### src/core/afp_pkg.sv
package afp_pkg;
   localparam int CLK_NS = 100;
   localparam int SYNC_STAGES = 2;
   // Strobe timing of the fastest memory grade
   localparam int T_RAS_MIN_NS = 25;
   localparam int T_RAS_MAX_NS = 10000;
   localparam int T_RP_NS = 15;
   localparam int T_RAC_NS = 25;
   // Least times round up, longest round down, never under one cycle
   localparam int RAS_MIN_CYC = ((T_RAS_MIN_NS + CLK_NS - 1) / CLK_NS < 1) ? 1 :
                                (T_RAS_MIN_NS + CLK_NS - 1) / CLK_NS;
   localparam int RAS_MAX_CYC = (T_RAS_MAX_NS / CLK_NS < 1) ? 1 : T_RAS_MAX_NS / CLK_NS;
   localparam int RP_CYC = ((T_RP_NS + CLK_NS - 1) / CLK_NS < 1) ? 1 : (T_RP_NS + CLK_NS - 1) / CLK_NS;
   localparam int RAC_CYC = ((T_RAC_NS + CLK_NS - 1) / CLK_NS < 1) ? 1 : (T_RAC_NS + CLK_NS - 1) / CLK_NS;
   localparam int RD_HOLD_CYC = SYNC_STAGES + RAC_CYC - 1;
   localparam int PAGE_GUARD_CYC = 8;
   // Power-up and refresh duties
   localparam int T_PWR_US = 200;
   localparam int PWR_CYC = T_PWR_US * 1000 / CLK_NS;
   localparam int REF_PERIOD_MS = 4;
   localparam int REF_ROWS = 256;
   localparam int REF_INT_CYC = REF_PERIOD_MS * 1000000 / CLK_NS / REF_ROWS;
   localparam int WAKE_CYCLES = 8;
   localparam int REF_OVERDUE = 256;
   localparam int TMR_W = 4;
   localparam int ADDR_HALF = 8;
   typedef enum logic [10:0] {
      S_PWR  = 11'h001,
      S_IDLE = 11'h002,
      S_ROW  = 11'h004,
      S_COL  = 11'h008,
      S_PAGE = 11'h010,
      S_PRE  = 11'h020,
      S_CBRC = 11'h040,
      S_CBRR = 11'h080,
      S_HIDH = 11'h100,
      S_HIDL = 11'h200,
      S_DONE = 11'h400
   } afp_state_type;
endpackage

### src/core/afp_ctl_if.sv
`timescale 1ns/1ns
`default_nettype none
interface afp_ctl_if;
   import afp_pkg::*;
   logic tmr_load;
   logic [TMR_W-1:0] tmr_val;
   logic tmr_zero;
   logic ref_ack;
   logic ref_due;
   logic pwr_done;
   logic [8:0] ref_pending;
   modport timer (input tmr_load, input tmr_val, output tmr_zero);
   modport refresh (input ref_ack, output ref_due, output pwr_done, output ref_pending);
   modport fsm (output tmr_load, output tmr_val, input tmr_zero, output ref_ack,
                input ref_due, input pwr_done, input ref_pending);
endinterface
`default_nettype wire

### src/core/afp_timer.sv
`timescale 1ns/1ns
`default_nettype none
module afp_timer
   import afp_pkg::*;
(
   input wire logic clk,
   input wire logic resetn,
   afp_ctl_if.timer t
);
   logic [TMR_W-1:0] cnt_reg;

   // Down counter, reload wins over counting
   always_ff @(posedge clk) begin
      if (!resetn) begin
         cnt_reg <= '0;
      end else if (t.tmr_load) begin
         cnt_reg <= t.tmr_val;
      end else if (cnt_reg != '0) begin
         cnt_reg <= cnt_reg - 1'b1;
      end
   end

   assign t.tmr_zero = (cnt_reg == '0);
endmodule
`default_nettype wire

### src/core/afp_refresh.sv
`timescale 1ns/1ns
`default_nettype none
module afp_refresh
   import afp_pkg::*;
(
   input wire logic clk,
   input wire logic resetn,
   afp_ctl_if.refresh r
);
   logic [10:0] pwr_cnt_reg;
   logic pwr_done_reg;
   logic [7:0] tick_cnt_reg;
   logic tick;
   logic [8:0] pending_reg;
   logic [3:0] wake_reg;

   // Power-up pause before any strobe activity
   always_ff @(posedge clk) begin
      if (!resetn) begin
         pwr_cnt_reg <= '0;
         pwr_done_reg <= 1'b0;
      end else if (!pwr_done_reg) begin
         pwr_cnt_reg <= pwr_cnt_reg + 1'b1;
         pwr_done_reg <= (pwr_cnt_reg == 11'(PWR_CYC - 1));
      end
   end

   // One refresh owed every interval slice
   always_ff @(posedge clk) begin
      if (!resetn || !pwr_done_reg) begin
         tick_cnt_reg <= '0;
      end else if (tick) begin
         tick_cnt_reg <= '0;
      end else begin
         tick_cnt_reg <= tick_cnt_reg + 1'b1;
      end
   end
   assign tick = (tick_cnt_reg == 8'(REF_INT_CYC - 1));

   // Owed count; after wake-up, a new slice and a finished refresh in one cycle cancel out
   always_ff @(posedge clk) begin
      if (!resetn || !pwr_done_reg) begin
         pending_reg <= '0;
         wake_reg <= 4'(WAKE_CYCLES);
      end else if (pending_reg == 9'(REF_OVERDUE)) begin
         pending_reg <= '0;
         wake_reg <= 4'(WAKE_CYCLES);
      end else if (r.ref_ack && wake_reg != '0) begin
         wake_reg <= wake_reg - 1'b1;
         pending_reg <= pending_reg + {8'h00, tick};
      end else if (r.ref_ack && !tick && pending_reg != '0) begin
         pending_reg <= pending_reg - 1'b1;
      end else if (tick && !r.ref_ack) begin
         pending_reg <= pending_reg + 1'b1;
      end
   end

   assign r.pwr_done = pwr_done_reg;
   assign r.ref_due = pwr_done_reg && (pending_reg != '0 || wake_reg != '0);
   assign r.ref_pending = pending_reg;

   property p_ref_bound;
      @(posedge clk) disable iff (!resetn) pending_reg <= 9'(REF_OVERDUE);
   endproperty
   a_ref_bound: assert property (p_ref_bound) else $error("refresh debt over limit");

   property p_wake_reload;
      @(posedge clk) disable iff (!resetn)
         (pwr_done_reg && pending_reg == 9'(REF_OVERDUE)) |=> (wake_reg == 4'(WAKE_CYCLES));
   endproperty
   a_wake_reload: assert property (p_wake_reload) else $error("wake-up not rearmed");
endmodule
`default_nettype wire

### src/core/afp_dram_ctrl.sv
`timescale 1ns/1ns
`default_nettype none
// Functional notes
// - Row half on row strobe, column half after
// - Cycle opens on row fall, ends all high
// - Row strobe held low minimum active time
// - Precharge time observed before next cycle
// - Read: column strobe/drive enable, write select high
// - Column address held stable during read
// - Write starts at later column/write fall
// - Write data valid by that falling edge
// - Page mode: columns cycled, row held
// - 256 refreshes within every 4 ms
// - Counter refresh: row falls, column low
// - Counter refresh needs one lane strobe
// - 200 us pause, eight wake cycles
// - Repeat wake-up after missed refresh
module afp_dram_ctrl
   import afp_pkg::*;
(
   input wire logic clk,
   input wire logic resetn,
   input wire logic req_valid,
   output logic req_ready,
   input wire logic req_write,
   input wire logic [15:0] req_addr,
   input wire logic [1:0] req_lanes,
   input wire logic [15:0] req_wdata,
   output logic rsp_valid,
   output logic [15:0] rsp_rdata,
   output logic row_strobe_n,
   output logic low_lane_col_strobe_n,
   output logic high_lane_col_strobe_n,
   output logic write_sel_n,
   output logic out_drive_n,
   output logic [7:0] mux_addr_pins,
   input wire logic [15:0] data_pins_in,
   output logic [15:0] data_pins_out,
   output logic [15:0] data_pins_oe
);
   afp_ctl_if ctl ();
   afp_state_type state_reg, state_next;
   logic [15:0] addr_reg;
   logic [1:0] lanes_reg;
   logic write_reg;
   logic [15:0] wdata_reg;
   logic [15:0] sync1_reg, sync2_reg;
   logic [7:0] open_reg;
   logic accept, page_hit, col_end;
   logic ras_next, low_lane_col_strobe_n_next, high_lane_col_strobe_n_next, we_next, oe_next;
   logic [1:0] cas_lanes;
   logic [7:0] addr_next;
   logic [15:0] doe_next;
   logic [7:0] ras_low_cnt, ras_high_cnt;

   afp_timer u_timer (
      .clk(clk),
      .resetn(resetn),
      .t(ctl.timer)
   );

   afp_refresh u_refresh (
      .clk(clk),
      .resetn(resetn),
      .r(ctl.refresh)
   );

   // Memory data comes from outside the clock domain
   always_ff @(posedge clk) begin
      if (!resetn) begin
         sync1_reg <= '0;
         sync2_reg <= '0;
      end else begin
         sync1_reg <= data_pins_in;
         sync2_reg <= sync1_reg;
      end
   end

   // Same-row follow-up keeps the page open, bounded by longest row time
   assign page_hit = req_valid && !ctl.ref_due && (req_addr[15:8] == addr_reg[15:8]) &&
                     (open_reg < 8'(RAS_MAX_CYC - PAGE_GUARD_CYC));
   assign req_ready = (state_reg == S_IDLE && ctl.pwr_done && !ctl.ref_due) ||
                      (state_reg == S_PAGE && page_hit);
   assign accept = req_valid && req_ready;
   assign col_end = (state_reg == S_COL) && ctl.tmr_zero;
   // Unselected lanes mean a full word
   assign cas_lanes = (req_lanes == 2'h0) ? 2'h3 : req_lanes;

   // Sequencer
   always_comb begin
      state_next = state_reg;
      unique case (state_reg)
         S_PWR: begin
            if (ctl.pwr_done) begin
               state_next = S_IDLE;
            end
         end
         S_IDLE: begin
            if (ctl.ref_due) begin
               state_next = S_CBRC;
            end else if (accept) begin
               state_next = S_ROW;
            end
         end
         S_ROW: state_next = S_COL;
         S_COL: begin
            if (ctl.tmr_zero) begin
               state_next = S_DONE;
            end
         end
         S_DONE: begin
            if (ctl.ref_due) begin
               state_next = S_HIDH;
            end else if (req_valid) begin
               state_next = S_PAGE;
            end else begin
               state_next = S_PRE;
            end
         end
         S_PAGE: begin
            if (page_hit) begin
               state_next = S_COL;
            end else begin
               state_next = S_PRE;
            end
         end
         S_HIDH: state_next = S_HIDL;
         S_HIDL, S_CBRR: begin
            if (ctl.tmr_zero) begin
               state_next = S_PRE;
            end
         end
         S_CBRC: state_next = S_CBRR;
         S_PRE: begin
            if (ctl.tmr_zero) begin
               state_next = S_IDLE;
            end
         end
         default: state_next = S_PWR;
      endcase
   end

   // Arm the timer on entry to each timed state
   always_comb begin
      ctl.tmr_load = 1'b0;
      ctl.tmr_val = '0;
      if (state_next != state_reg || state_reg == S_PAGE) begin
         unique case (state_next)
            S_COL: begin
               ctl.tmr_load = 1'b1;
               ctl.tmr_val = (state_reg == S_PAGE ? req_write : write_reg) ? '0 :
                             TMR_W'(RD_HOLD_CYC);
            end
            S_HIDL, S_CBRR: begin
               ctl.tmr_load = 1'b1;
               ctl.tmr_val = TMR_W'(RAS_MIN_CYC - 1);
            end
            S_PRE: begin
               ctl.tmr_load = 1'b1;
               ctl.tmr_val = TMR_W'(RP_CYC - 1);
            end
            default: ctl.tmr_load = 1'b0;
         endcase
      end
   end

   // A counter refresh is finished when its row strobe rises again
   assign ctl.ref_ack = (state_reg == S_CBRR || state_reg == S_HIDL) && state_next == S_PRE;

   always_ff @(posedge clk) begin
      if (!resetn) begin
         state_reg <= S_PWR;
      end else begin
         state_reg <= state_next;
      end
   end

   // Request capture
   always_ff @(posedge clk) begin
      if (!resetn) begin
         addr_reg <= '0;
         lanes_reg <= '0;
         write_reg <= 1'b0;
         wdata_reg <= '0;
      end else if (accept) begin
         addr_reg <= req_addr;
         lanes_reg <= cas_lanes;
         write_reg <= req_write;
         wdata_reg <= req_wdata;
      end
   end

   // Row open time, for the longest row strobe
   always_ff @(posedge clk) begin
      if (!resetn || state_next == S_ROW) begin
         open_reg <= '0;
      end else if (!row_strobe_n && open_reg != 8'hff) begin
         open_reg <= open_reg + 1'b1;
      end
   end

   // Pin levels decoded from the next state, then registered glitch-free
   always_comb begin
      ras_next = !(state_next == S_ROW || state_next == S_COL || state_next == S_DONE ||
                   state_next == S_PAGE || state_next == S_HIDL || state_next == S_CBRR);
      low_lane_col_strobe_n_next = 1'b1;
      high_lane_col_strobe_n_next = 1'b1;
      we_next = 1'b1;
      oe_next = 1'b1;
      addr_next = addr_reg[15:8];
      doe_next = '0;
      if (state_next == S_CBRC || state_next == S_CBRR) begin
         low_lane_col_strobe_n_next = 1'b0;
         high_lane_col_strobe_n_next = 1'b0;
      end else if (state_next == S_COL || state_next == S_DONE ||
                   state_next == S_HIDH || state_next == S_HIDL) begin
         low_lane_col_strobe_n_next = (state_reg == S_PAGE) ? !cas_lanes[0] : !lanes_reg[0];
         high_lane_col_strobe_n_next = (state_reg == S_PAGE) ? !cas_lanes[1] : !lanes_reg[1];
         addr_next = (state_reg == S_PAGE) ? req_addr[7:0] : addr_reg[7:0];
         if ((state_reg == S_PAGE) ? req_write : write_reg) begin
            if (state_next == S_COL || state_next == S_DONE) begin
               we_next = 1'b0;
               doe_next = {{8{!high_lane_col_strobe_n_next}}, {8{!low_lane_col_strobe_n_next}}};
            end
         end else begin
            oe_next = 1'b0;
         end
      end
      // Row half comes from the request being taken, addr_reg is only loaded on this same edge
      if (state_next == S_ROW) begin
         addr_next = req_addr[15:8];
      end else if (state_next == S_PAGE) begin
         addr_next = addr_reg[7:0];
      end
   end

   always_ff @(posedge clk) begin
      if (!resetn) begin
         row_strobe_n <= 1'b1;
         low_lane_col_strobe_n <= 1'b1;
         high_lane_col_strobe_n <= 1'b1;
         write_sel_n <= 1'b1;
         out_drive_n <= 1'b1;
         mux_addr_pins <= '0;
         data_pins_oe <= '0;
         data_pins_out <= '0;
      end else begin
         row_strobe_n <= ras_next;
         low_lane_col_strobe_n <= low_lane_col_strobe_n_next;
         high_lane_col_strobe_n <= high_lane_col_strobe_n_next;
         write_sel_n <= we_next;
         out_drive_n <= oe_next;
         mux_addr_pins <= addr_next;
         data_pins_oe <= doe_next;
         data_pins_out <= (state_reg == S_PAGE && accept) ? req_wdata : wdata_reg;
      end
   end

   // Read data taken once the synchronised lanes have settled
   always_ff @(posedge clk) begin
      if (!resetn) begin
         rsp_valid <= 1'b0;
         rsp_rdata <= '0;
      end else begin
         rsp_valid <= col_end;
         if (col_end && !write_reg) begin
            rsp_rdata <= sync2_reg;
         end
      end
   end

   // Helper counts of row strobe low and high time
   always_ff @(posedge clk) begin
      if (!resetn) begin
         ras_low_cnt <= '0;
         ras_high_cnt <= '0;
      end else if (row_strobe_n) begin
         ras_low_cnt <= '0;
         ras_high_cnt <= (ras_high_cnt == 8'hff) ? ras_high_cnt : ras_high_cnt + 1'b1;
      end else begin
         ras_high_cnt <= '0;
         ras_low_cnt <= (ras_low_cnt == 8'hff) ? ras_low_cnt : ras_low_cnt + 1'b1;
      end
   end

   property p_row_half;
      @(posedge clk) disable iff (!resetn)
         ($fell(row_strobe_n) && low_lane_col_strobe_n && high_lane_col_strobe_n) |->
            mux_addr_pins == addr_reg[15:8];
   endproperty
   a_row_half: assert property (p_row_half) else $error("row half missing at row fall");

   property p_ras_min;
      @(posedge clk) disable iff (!resetn)
         $rose(row_strobe_n) |-> ras_low_cnt >= 8'(RAS_MIN_CYC);
   endproperty
   a_ras_min: assert property (p_ras_min) else $error("row strobe pulse too short");

   property p_ras_max;
      @(posedge clk) disable iff (!resetn) ras_low_cnt <= 8'(RAS_MAX_CYC);
   endproperty
   a_ras_max: assert property (p_ras_max) else $error("row strobe held too long");

   property p_precharge;
      @(posedge clk) disable iff (!resetn)
         $fell(row_strobe_n) |-> ras_high_cnt >= 8'(RP_CYC);
   endproperty
   a_precharge: assert property (p_precharge) else $error("precharge too short");

   property p_read_sel;
      @(posedge clk) disable iff (!resetn)
         !out_drive_n |-> write_sel_n && (data_pins_oe == '0) &&
            !(low_lane_col_strobe_n && high_lane_col_strobe_n);
   endproperty
   a_read_sel: assert property (p_read_sel) else $error("read with write select low");

   property p_col_stable;
      @(posedge clk) disable iff (!resetn)
         (!row_strobe_n && !out_drive_n && !$past(out_drive_n) && !$fell(low_lane_col_strobe_n) &&
            !$fell(high_lane_col_strobe_n)) |-> $stable(mux_addr_pins);
   endproperty
   a_col_stable: assert property (p_col_stable) else $error("column address moved in read");

   property p_write_data;
      @(posedge clk) disable iff (!resetn)
         $fell(write_sel_n) |-> (data_pins_oe[7:0] == {8{!low_lane_col_strobe_n}}) &&
            (data_pins_oe[15:8] == {8{!high_lane_col_strobe_n}}) ##1 !write_sel_n ##1 write_sel_n;
   endproperty
   a_write_data: assert property (p_write_data) else $error("write data lanes wrong");

   property p_cbr;
      @(posedge clk) disable iff (!resetn)
         ($fell(row_strobe_n) && (!$past(low_lane_col_strobe_n) || !$past(high_lane_col_strobe_n))) |->
            (data_pins_oe == '0) && write_sel_n;
   endproperty
   a_cbr: assert property (p_cbr) else $error("counter refresh drives data");

   property p_power_quiet;
      @(posedge clk) disable iff (!resetn)
         !ctl.pwr_done |-> row_strobe_n && low_lane_col_strobe_n && high_lane_col_strobe_n;
   endproperty
   a_power_quiet: assert property (p_power_quiet) else $error("strobes during power pause");

   property p_page_ras;
      @(posedge clk) disable iff (!resetn)
         (state_reg == S_PAGE && page_hit) |=> !row_strobe_n ##1 !row_strobe_n;
   endproperty
   a_page_ras: assert property (p_page_ras) else $error("row dropped in page access");

   c_read: cover property (@(posedge clk) disable iff (!resetn) rsp_valid && !write_reg);
   c_write: cover property (@(posedge clk) disable iff (!resetn) $fell(write_sel_n));
   c_page: cover property (@(posedge clk) disable iff (!resetn) state_reg == S_PAGE && page_hit);
   c_hidden: cover property (@(posedge clk) disable iff (!resetn) state_reg == S_HIDL);
   c_cbr: cover property (@(posedge clk) disable iff (!resetn) state_reg == S_CBRR);
endmodule
`default_nettype wire

### config.mk
export PLATFORM = sky130hd
export DESIGN_NAME = afp_dram_ctrl
export DESIGN_NICKNAME = d
export VERILOG_FILES = /design/src/core/afp_pkg.sv /design/src/core/afp_ctl_if.sv /design/src/core/afp_timer.sv /design/src/core/afp_refresh.sv /design/src/core/afp_dram_ctrl.sv
export SDC_FILE = /design/constraint.sdc
export NUM_CORES = 1
export LEC_CHECK = 0
export BUFFER_PORTS_ARGS = -buffer_cell sky130_fd_sc_hd__buf_2
export CAP_MARGIN = 20
export CORE_UTILIZATION = 25
export DETAILED_ROUTE_END_ITERATION = 6
export GPL_TIMING_DRIVEN = 1
export PLACE_DENSITY = 0.48
export SKIP_LAST_GASP = 1
export SLEW_MARGIN = 0
export SYNTH_ARGS = -nofsm -noshare
export SYNTH_HDL_FRONTEND = slang
export SYNTH_SLANG_ARGS = --single-unit
### constraint.sdc
create_clock -name clk -period 9.05 [get_ports clk]
set_input_delay 0.905 -clock clk [delete_from_list [all_inputs] [get_ports clk]]
set_output_delay 0.905 -clock clk [all_outputs]
set_load 0.1 [all_outputs]
# Word level (Yosys, flattened, before mapping)
# Cells that the tools add are included.
[totals]
register_bits = 178
latchBits = 0
ram_bits = 0
mem_bits_ro = 0
inputBits = 54
out_inout_bits = 63
wordCells = 160
n_memories = 0
[classes]
n_addsub = 8
multipliers = 0
div_mod_pow = 0
order_cmp = 1
eq_ne = 26
shifts = 0
mux = 37
bitwise_logic = 4
n_reduce_logical = 60
[ops]
columns = ["op", "count"]
rows = [
  ["$pmux 11 s10", 1],
  ["$mux 11", 6],
  ["$mux 8", 5],
  ["$mux 9", 4],
  ["$eq 11x11->1 const B", 3],
  ["$eq 11x10->1 const B", 2],
  ["$eq 11x3->1 const B", 2],
  ["$eq 11x4->1 const B", 2],
  ["$eq 11x5->1 const B", 2],
  ["$eq 11x6->1 const B", 2],
  ["$eq 11x7->1 const B", 2],
  ["$eq 11x8->1 const B", 2],
  ["$eq 11x9->1 const B", 2],
  ["$logic_and 1x1->1", 17],
  ["$add 8x1->8 const B", 2],
  ["$mux 16", 1],
  ["$logic_or 1x1->1", 15],
  ["$logic_not 1->1", 14],
  ["$mux 1", 12],
  ["$mux 6", 2],
  ["$add 11x1->11 const B", 1],
  ["$eq 11x1->1 const B", 1],
  ["$eq 11x2->1 const B", 1],
  ["$ne 11x11->1", 1],
  ["other kinds (22)", 34],
]

# Logic depth before layout (Yosys ltp)
[depth]
ltp_word = 21
mapped_depth = 17
ltp_nobuf = 16

# Cells and area by module
# From an unflattened synthesis, not the netlist that was laid out.
[hier_totals]
hier_cells = 866
hier_area_um2 = 7547.2
[by_module_without_submodules]
columns = ["mod", "instances", "cells_per_inst", "area_each_um2", "seq_area_each_um2"]
rows = [
  ["afp_dram_ctrl", 1, 640, 5516.5, 2682.6],
  ["afp_refresh", 1, 203, 1800.5, 660.6],
  ["afp_timer", 1, 23, 230.2, 80.1],
]

# Worst setup path after synthesis
# OpenSTA, ideal clock, no wires.
[synth_path]
path_kind = "reg-to-reg"
startpoint = "reg state_reg[1]"
endpoint = "reg u_refresh.pending_reg[7], in the netlist u_refresh.r.ref_pending[7]"
setup_time_ns = 0.074
t_arrival_ns = 3.690
required_ns = 8.976
path_slack_ns = 5.286
stages_incl_launch_ff = 13
n_path_buf = 0
synth_period_minus_slack_ns = 3.764
cell_sequence = "dfxtp_1 > nor4_4 > nand4_2 > or2_1 > nor3_1 > ha_1 > a21o_1 > a21oi_1 > o21bai_1 > a2111oi_0 > nor3_1 > or3b_1 > a31oi_1"
[synth_between]
elab_chain_cells = 14
word_cells_on_any_way = 35
classes_between = "eq/ne (12); mux (9); reduce/logical (14)"
[synth_rtl]
columns = ["item", "line", "source"]
rows = [
  ["start: declaration", "afp_dram_ctrl.sv:42", "afp_state_type state_reg, state_next;"],
  ["start signal: assignment", "afp_dram_ctrl.sv:174", "state_reg <= state_next;"],
  ["$eq 11x2->1", "afp_dram_ctrl.sv:82, afp_dram_ctrl.sv:92", ""],
  ["$logic_and 1x1->1 (2 in a row)", "afp_dram_ctrl.sv:82", "assign req_ready = (state_reg == S_IDLE && ctl.pwr_done && !ctl.ref_due) ||"],
  ["$logic_or 1x1->1", "afp_dram_ctrl.sv:82", ""],
  ["$logic_and 1x1->1", "afp_dram_ctrl.sv:84", "assign accept = req_valid && req_ready;"],
  ["$mux 11", "afp_dram_ctrl.sv:101", "end else if (accept) begin"],
  ["$mux 11", "afp_dram_ctrl.sv:99", "if (ctl.ref_due) begin"],
  ["$pmux 11 s10", "afp_dram_ctrl.sv:92", "unique case (state_reg)"],
  ["$eq 11x6->1", "afp_dram_ctrl.sv:168", "assign ctl.ref_ack = (state_reg == S_CBRR || state_reg == S_HIDL) && state_next == S_PRE;"],
  ["$logic_and 1x1->1 *", "afp_dram_ctrl.sv:168", ""],
  ["$logic_and 1x1->1 (2 in a row)", "afp_refresh.sv:51", "end else if (r.ref_ack && !tick && pending_reg != '0) begin"],
  ["$mux 9", "afp_refresh.sv:51", ""],
  ["$mux 9", "afp_refresh.sv:48", "end else if (r.ref_ack && wake_reg != '0) begin"],
  ["end signal: assignment", "afp_refresh.sv:50", "pending_reg <= pending_reg + {8'h00, tick};"],
  ["end signal: assignment", "afp_refresh.sv:52", "pending_reg <= pending_reg - 1'b1;"],
  ["end signal: assignment", "afp_refresh.sv:54", "pending_reg <= pending_reg + 1'b1;"],
  ["end: declaration", "afp_refresh.sv:14", "logic [8:0] pending_reg;"],
]
# Every way passes the cells marked *; elsewhere a longest branch is shown, timed or not.
# A chain may end at the register's enable or synchronous reset.

# Worst setup path in the final report
[layout_path]
startpoint = "reg state_reg[0]"
endpoint = "reg open_reg[7]"
[layout_between]
elab_chain_cells = 10
word_cells_on_any_way = 26
classes_between = "eq/ne (12); mux (7); reduce/logical (7)"
[layout_rtl]
columns = ["item", "line", "source"]
rows = [
  ["$eq 11x2->1", "afp_dram_ctrl.sv:82, afp_dram_ctrl.sv:92", ""],
  ["$logic_and 1x1->1 (2 in a row)", "afp_dram_ctrl.sv:82", ""],
  ["$logic_or 1x1->1", "afp_dram_ctrl.sv:82", ""],
  ["$logic_and 1x1->1", "afp_dram_ctrl.sv:84", ""],
  ["$mux 11", "afp_dram_ctrl.sv:101", ""],
  ["$mux 11", "afp_dram_ctrl.sv:99", ""],
  ["$pmux 11 s10 *", "afp_dram_ctrl.sv:92", ""],
  ["$eq 11x3->1 *", "afp_dram_ctrl.sv:195", "if (!resetn || state_next == S_ROW) begin"],
  ["$logic_or 1x1->1 *", "afp_dram_ctrl.sv:195", ""],
  ["end signal: assignment", "afp_dram_ctrl.sv:198", "open_reg <= open_reg + 1'b1;"],
  ["end: declaration", "afp_dram_ctrl.sv:48", "logic [7:0] open_reg;"],
]
# Marked as above.

==> results.py <==
metrics = {
    "outcome": {
        "status": "finished clean",
    },
    "placement": {
        "dpl.hpwl_um": 13000,
        "globalplace.congestion": 0.868,
        "place.port_buffers": 116,
    },
    "synthesis": {
        "syn_inst": 874,
        "synth_nets": 943,
        "async_reset_ff_frac": 0,
        "synth.cell_area_mm2": 0.00744,
        "post_synth.cell_area_avg_um2": 8.52,
        "ys_ff_latch": 171,
        "synthTopCellsByArea": "dfxtp_1, nand2_1, a21oi_1",
        "synth_warnings": 0,
        "ys_types": 64,
        "synth_top_area_cell": "dfxtp_1",
        "yosysTopAreaCellShare": 0.460,
        "synth_edf_count": 0,
        "yosysSeqAreaShare": 0.460,
        "synthFlopType": "dfxtp_1",
    },
    "critical_path": {
        "crit_path_frequent_cell": "nand2_1",
        "critPathTopFamily": "simple AND/OR/NAND/NOR gates",
        "critical_path.slowest_cell": "a21oi_4",
        "crit_fanout": 38,
        "worstSetupPathType": "reg2reg",
        "worstPathArrival_ps": 4510,
        "required_ps": 9360,
        "cp-end-kind": "register",
        "cp_slowest_stage_delay_ps": 900,
        "cp_num_buf_inv": 0,
        "cp-start-kind": "register",
        "cp_cell_sequence": "nor4_1, and4_1, nand4_1, a21oi_4, nand2_1, nand2_1, nor2_1",
    },
    "clock_tree": {
        "root_buffer": "clkbuf_16",
        "cts_tree": "done",
        "post_cts_buffers": 0,
        "hold_buffers": 0,
        "clk_pin_slew_ps": 70,
        "cts_max_level": 4,
        "cts-resized-gates": 0,
        "cts_buffer_depth": 2,
        "clock-sinks": 171,
        "clock_latency_ps": 430,
        "numCtsBuffers": 17,
    },
    "cells_and_area": {
        "antenna_cells": 0,
        "n_fill_cell": 3133,
        "area_growth_pct": 19.6,
        "nets": 1032,
        "regArea_mm2": 0.00342,
        "final_common_cell": "nand2_1",
        "drive_gt1_frac": 0.191,
        "multiInputGateArea_mm2": 0.00372,
        "final_cell_mix": "nand2_1, dfxtp_1, buf_2",
    },
    "detailed_routing": {
        "vias_per_cell": 4.52,
        "vias": 6147,
        "wl_um": 18800,
        "drtIter0Drc": 386,
        "wl_per_cell_um": 13.9,
        "firstDrtPassIters": 5,
        "route.antenna.remaining_nets": 0,
        "drcViolationCount": 0,
    },
    "timing": {
        "rsz0062_at_grt": "no",
        "min_period_over_period": 0.464,
        "setup_tns_ps": 0,
        "final_max_slew_viol_count": 0,
        "setup_viol": 0,
        "tightest_slew_ps": 1030,
        "fmax_ghz": 0.238,
        "finalCriticalPeriod_ps": 4200,
        "slew_headroom": 0.309,
        "finClkSkew_ps": 16.8,
        "hold_viol_final": 0,
    },
    "global_routing": {
        "grt_pass1_vias": 5857,
        "grtUsageTotal": 0.126,
        "top_usage_layer": "met2",
        "use_met1": 0.170,
        "use_met2": 0.201,
        "met3_usage": 0.0315,
        "grt_max_degree": 68,
        "grt_first_pass_wirelength_um": 30800,
        "antenna_found_initial": 0,
        "grt_overflow": 0,
    },
    "floorplan": {
        "die_y_um": 175,
        "initial_core_util": 0.257,
        "core_area_mm2": 0.0290,
        "rows": 62,
        "die_w_um": 175,
        "io_pins": 117,
        "dieArea_mm2": 0.0305,
    },
    "power_and_ir_drop": {
        "peakVddDrop_uv": 119,
        "power_mw": 1.61,
        "p_leak_nw": 3.44,
        "p_per_area_mw_per_mm2": 181,
    },
    "min_path": {
        "hold_path.class": "reg2reg",
    },
    "job": {
        "drv_cap": 0,
    },
}
[worst register-to-register path, cell delays in order, from the launching register on]
cell,delay (ps)
dfxtp_1,380
nor4_1,500
and4_1,780
nand4_1,340
a21oi_4,900
nand2_1,640
nand2_1,450
nor2_1,90
[final cells by class]
type / count / area share
multi-input combinational: 641 / 0.418
sequential: 171 / 0.385
timing repair buffer: 123 / 0.0708
tap: 384 / 0.0540
clock buffer: 17 / 0.0478
clock inverter: 15 / 0.0209
inverter: 9 / 0.00379
[synthesized netlist by cell type, types with 3 or more instances]
| cell | number |
|---|---|
| o211ai_1 | 4 |
| dfxtp_1 | 171 |
| a31oi_1 | 13 |
| or3_1 | 6 |
| buf_2 | 5 |
| nor2_1 | 57 |
| xor2_1 | 22 |
| o21ai_0 | 21 |
| nand4_1 | 16 |
| a21oi_1 | 85 |
| nor4_1 | 4 |
| a21o_1 | 7 |
| nor3_1 | 15 |
| mux2_2 | 9 |
| and2_1 | 38 |
| inv_1 | 7 |
| clkbuf_1 | 28 |
| ha_1 | 14 |
| xnor2_1 | 20 |
| a211oi_1 | 6 |
| or2_2 | 6 |
| and3_1 | 13 |
| mux2i_1 | 3 |
| and4_1 | 3 |
| mux2_1 | 8 |
| nand2_1 | 195 |
| buf_4 | 19 |
| or4_1 | 3 |
| nand3_1 | 15 |
| o21ai_1 | 4 |
| nor2b_1 | 11 |
[per-stage QoR]
stage | instances | instance area (um2) | utilization | setup WS, ps | hold WS [ps]
CTS | 1360 | 8900 | 0.307 | 4740 | 434
global placement | 1327 | 8290 | 0.286 | 4670 | 414
detailed placement | 1328 | 8290 | 0.286 | 4610 | 417
floorplan | 874 | 7440 | - | 5290 | 412
global route | 1360 | 8900 | 0.307 | 4290 | 444
finish | 1360 | 8900 | 0.307 | 4850 | 432
[metal layers]
layer,up-vias,share of wire
met5,-,0
met3,12,0.049
li1,3145,-
met4,0,0.0075
met2,130,0.46
met1,2860,0.48
[worst paths after layout]
check | start | to | slack (ps) | depth (start not counted)
setup / recovery | state_reg[0]$_SDFF_PN1_ | open_reg[7]$_SDFFE_PP0P_ | 4850 | 7
setup reg to reg | state_reg[0]$_SDFF_PN1_ | open_reg[7]$_SDFFE_PP0P_ | 4850 | 7
hold / removal | sync1_reg[14]$_SDFF_PN0_ | sync2_reg[14]$_SDFF_PN0_ | 430 | 1
hold reg to reg | sync1_reg[14]$_SDFF_PN0_ | sync2_reg[14]$_SDFF_PN0_ | 430 | 1
[cell families after synthesis]
group / Yosys count / synth area share
simple gates: 406 / 0.267
flops: 171 / 0.460
compound gates: 158 / 0.126
buf+inv: 62 / 0.0417
xor+xnor: 42 / 0.0494
mux: 20 / 0.0297
fa+ha+maj: 15 / 0.0262
[power by group]
part	switching [mW]	internal [mW]
registers	0.00808	0.766
logic	0.0542	0.0404
clock network	0.365	0.378
total	0.427	1.18
Note: power is estimated with default switching activity, not from simulation.
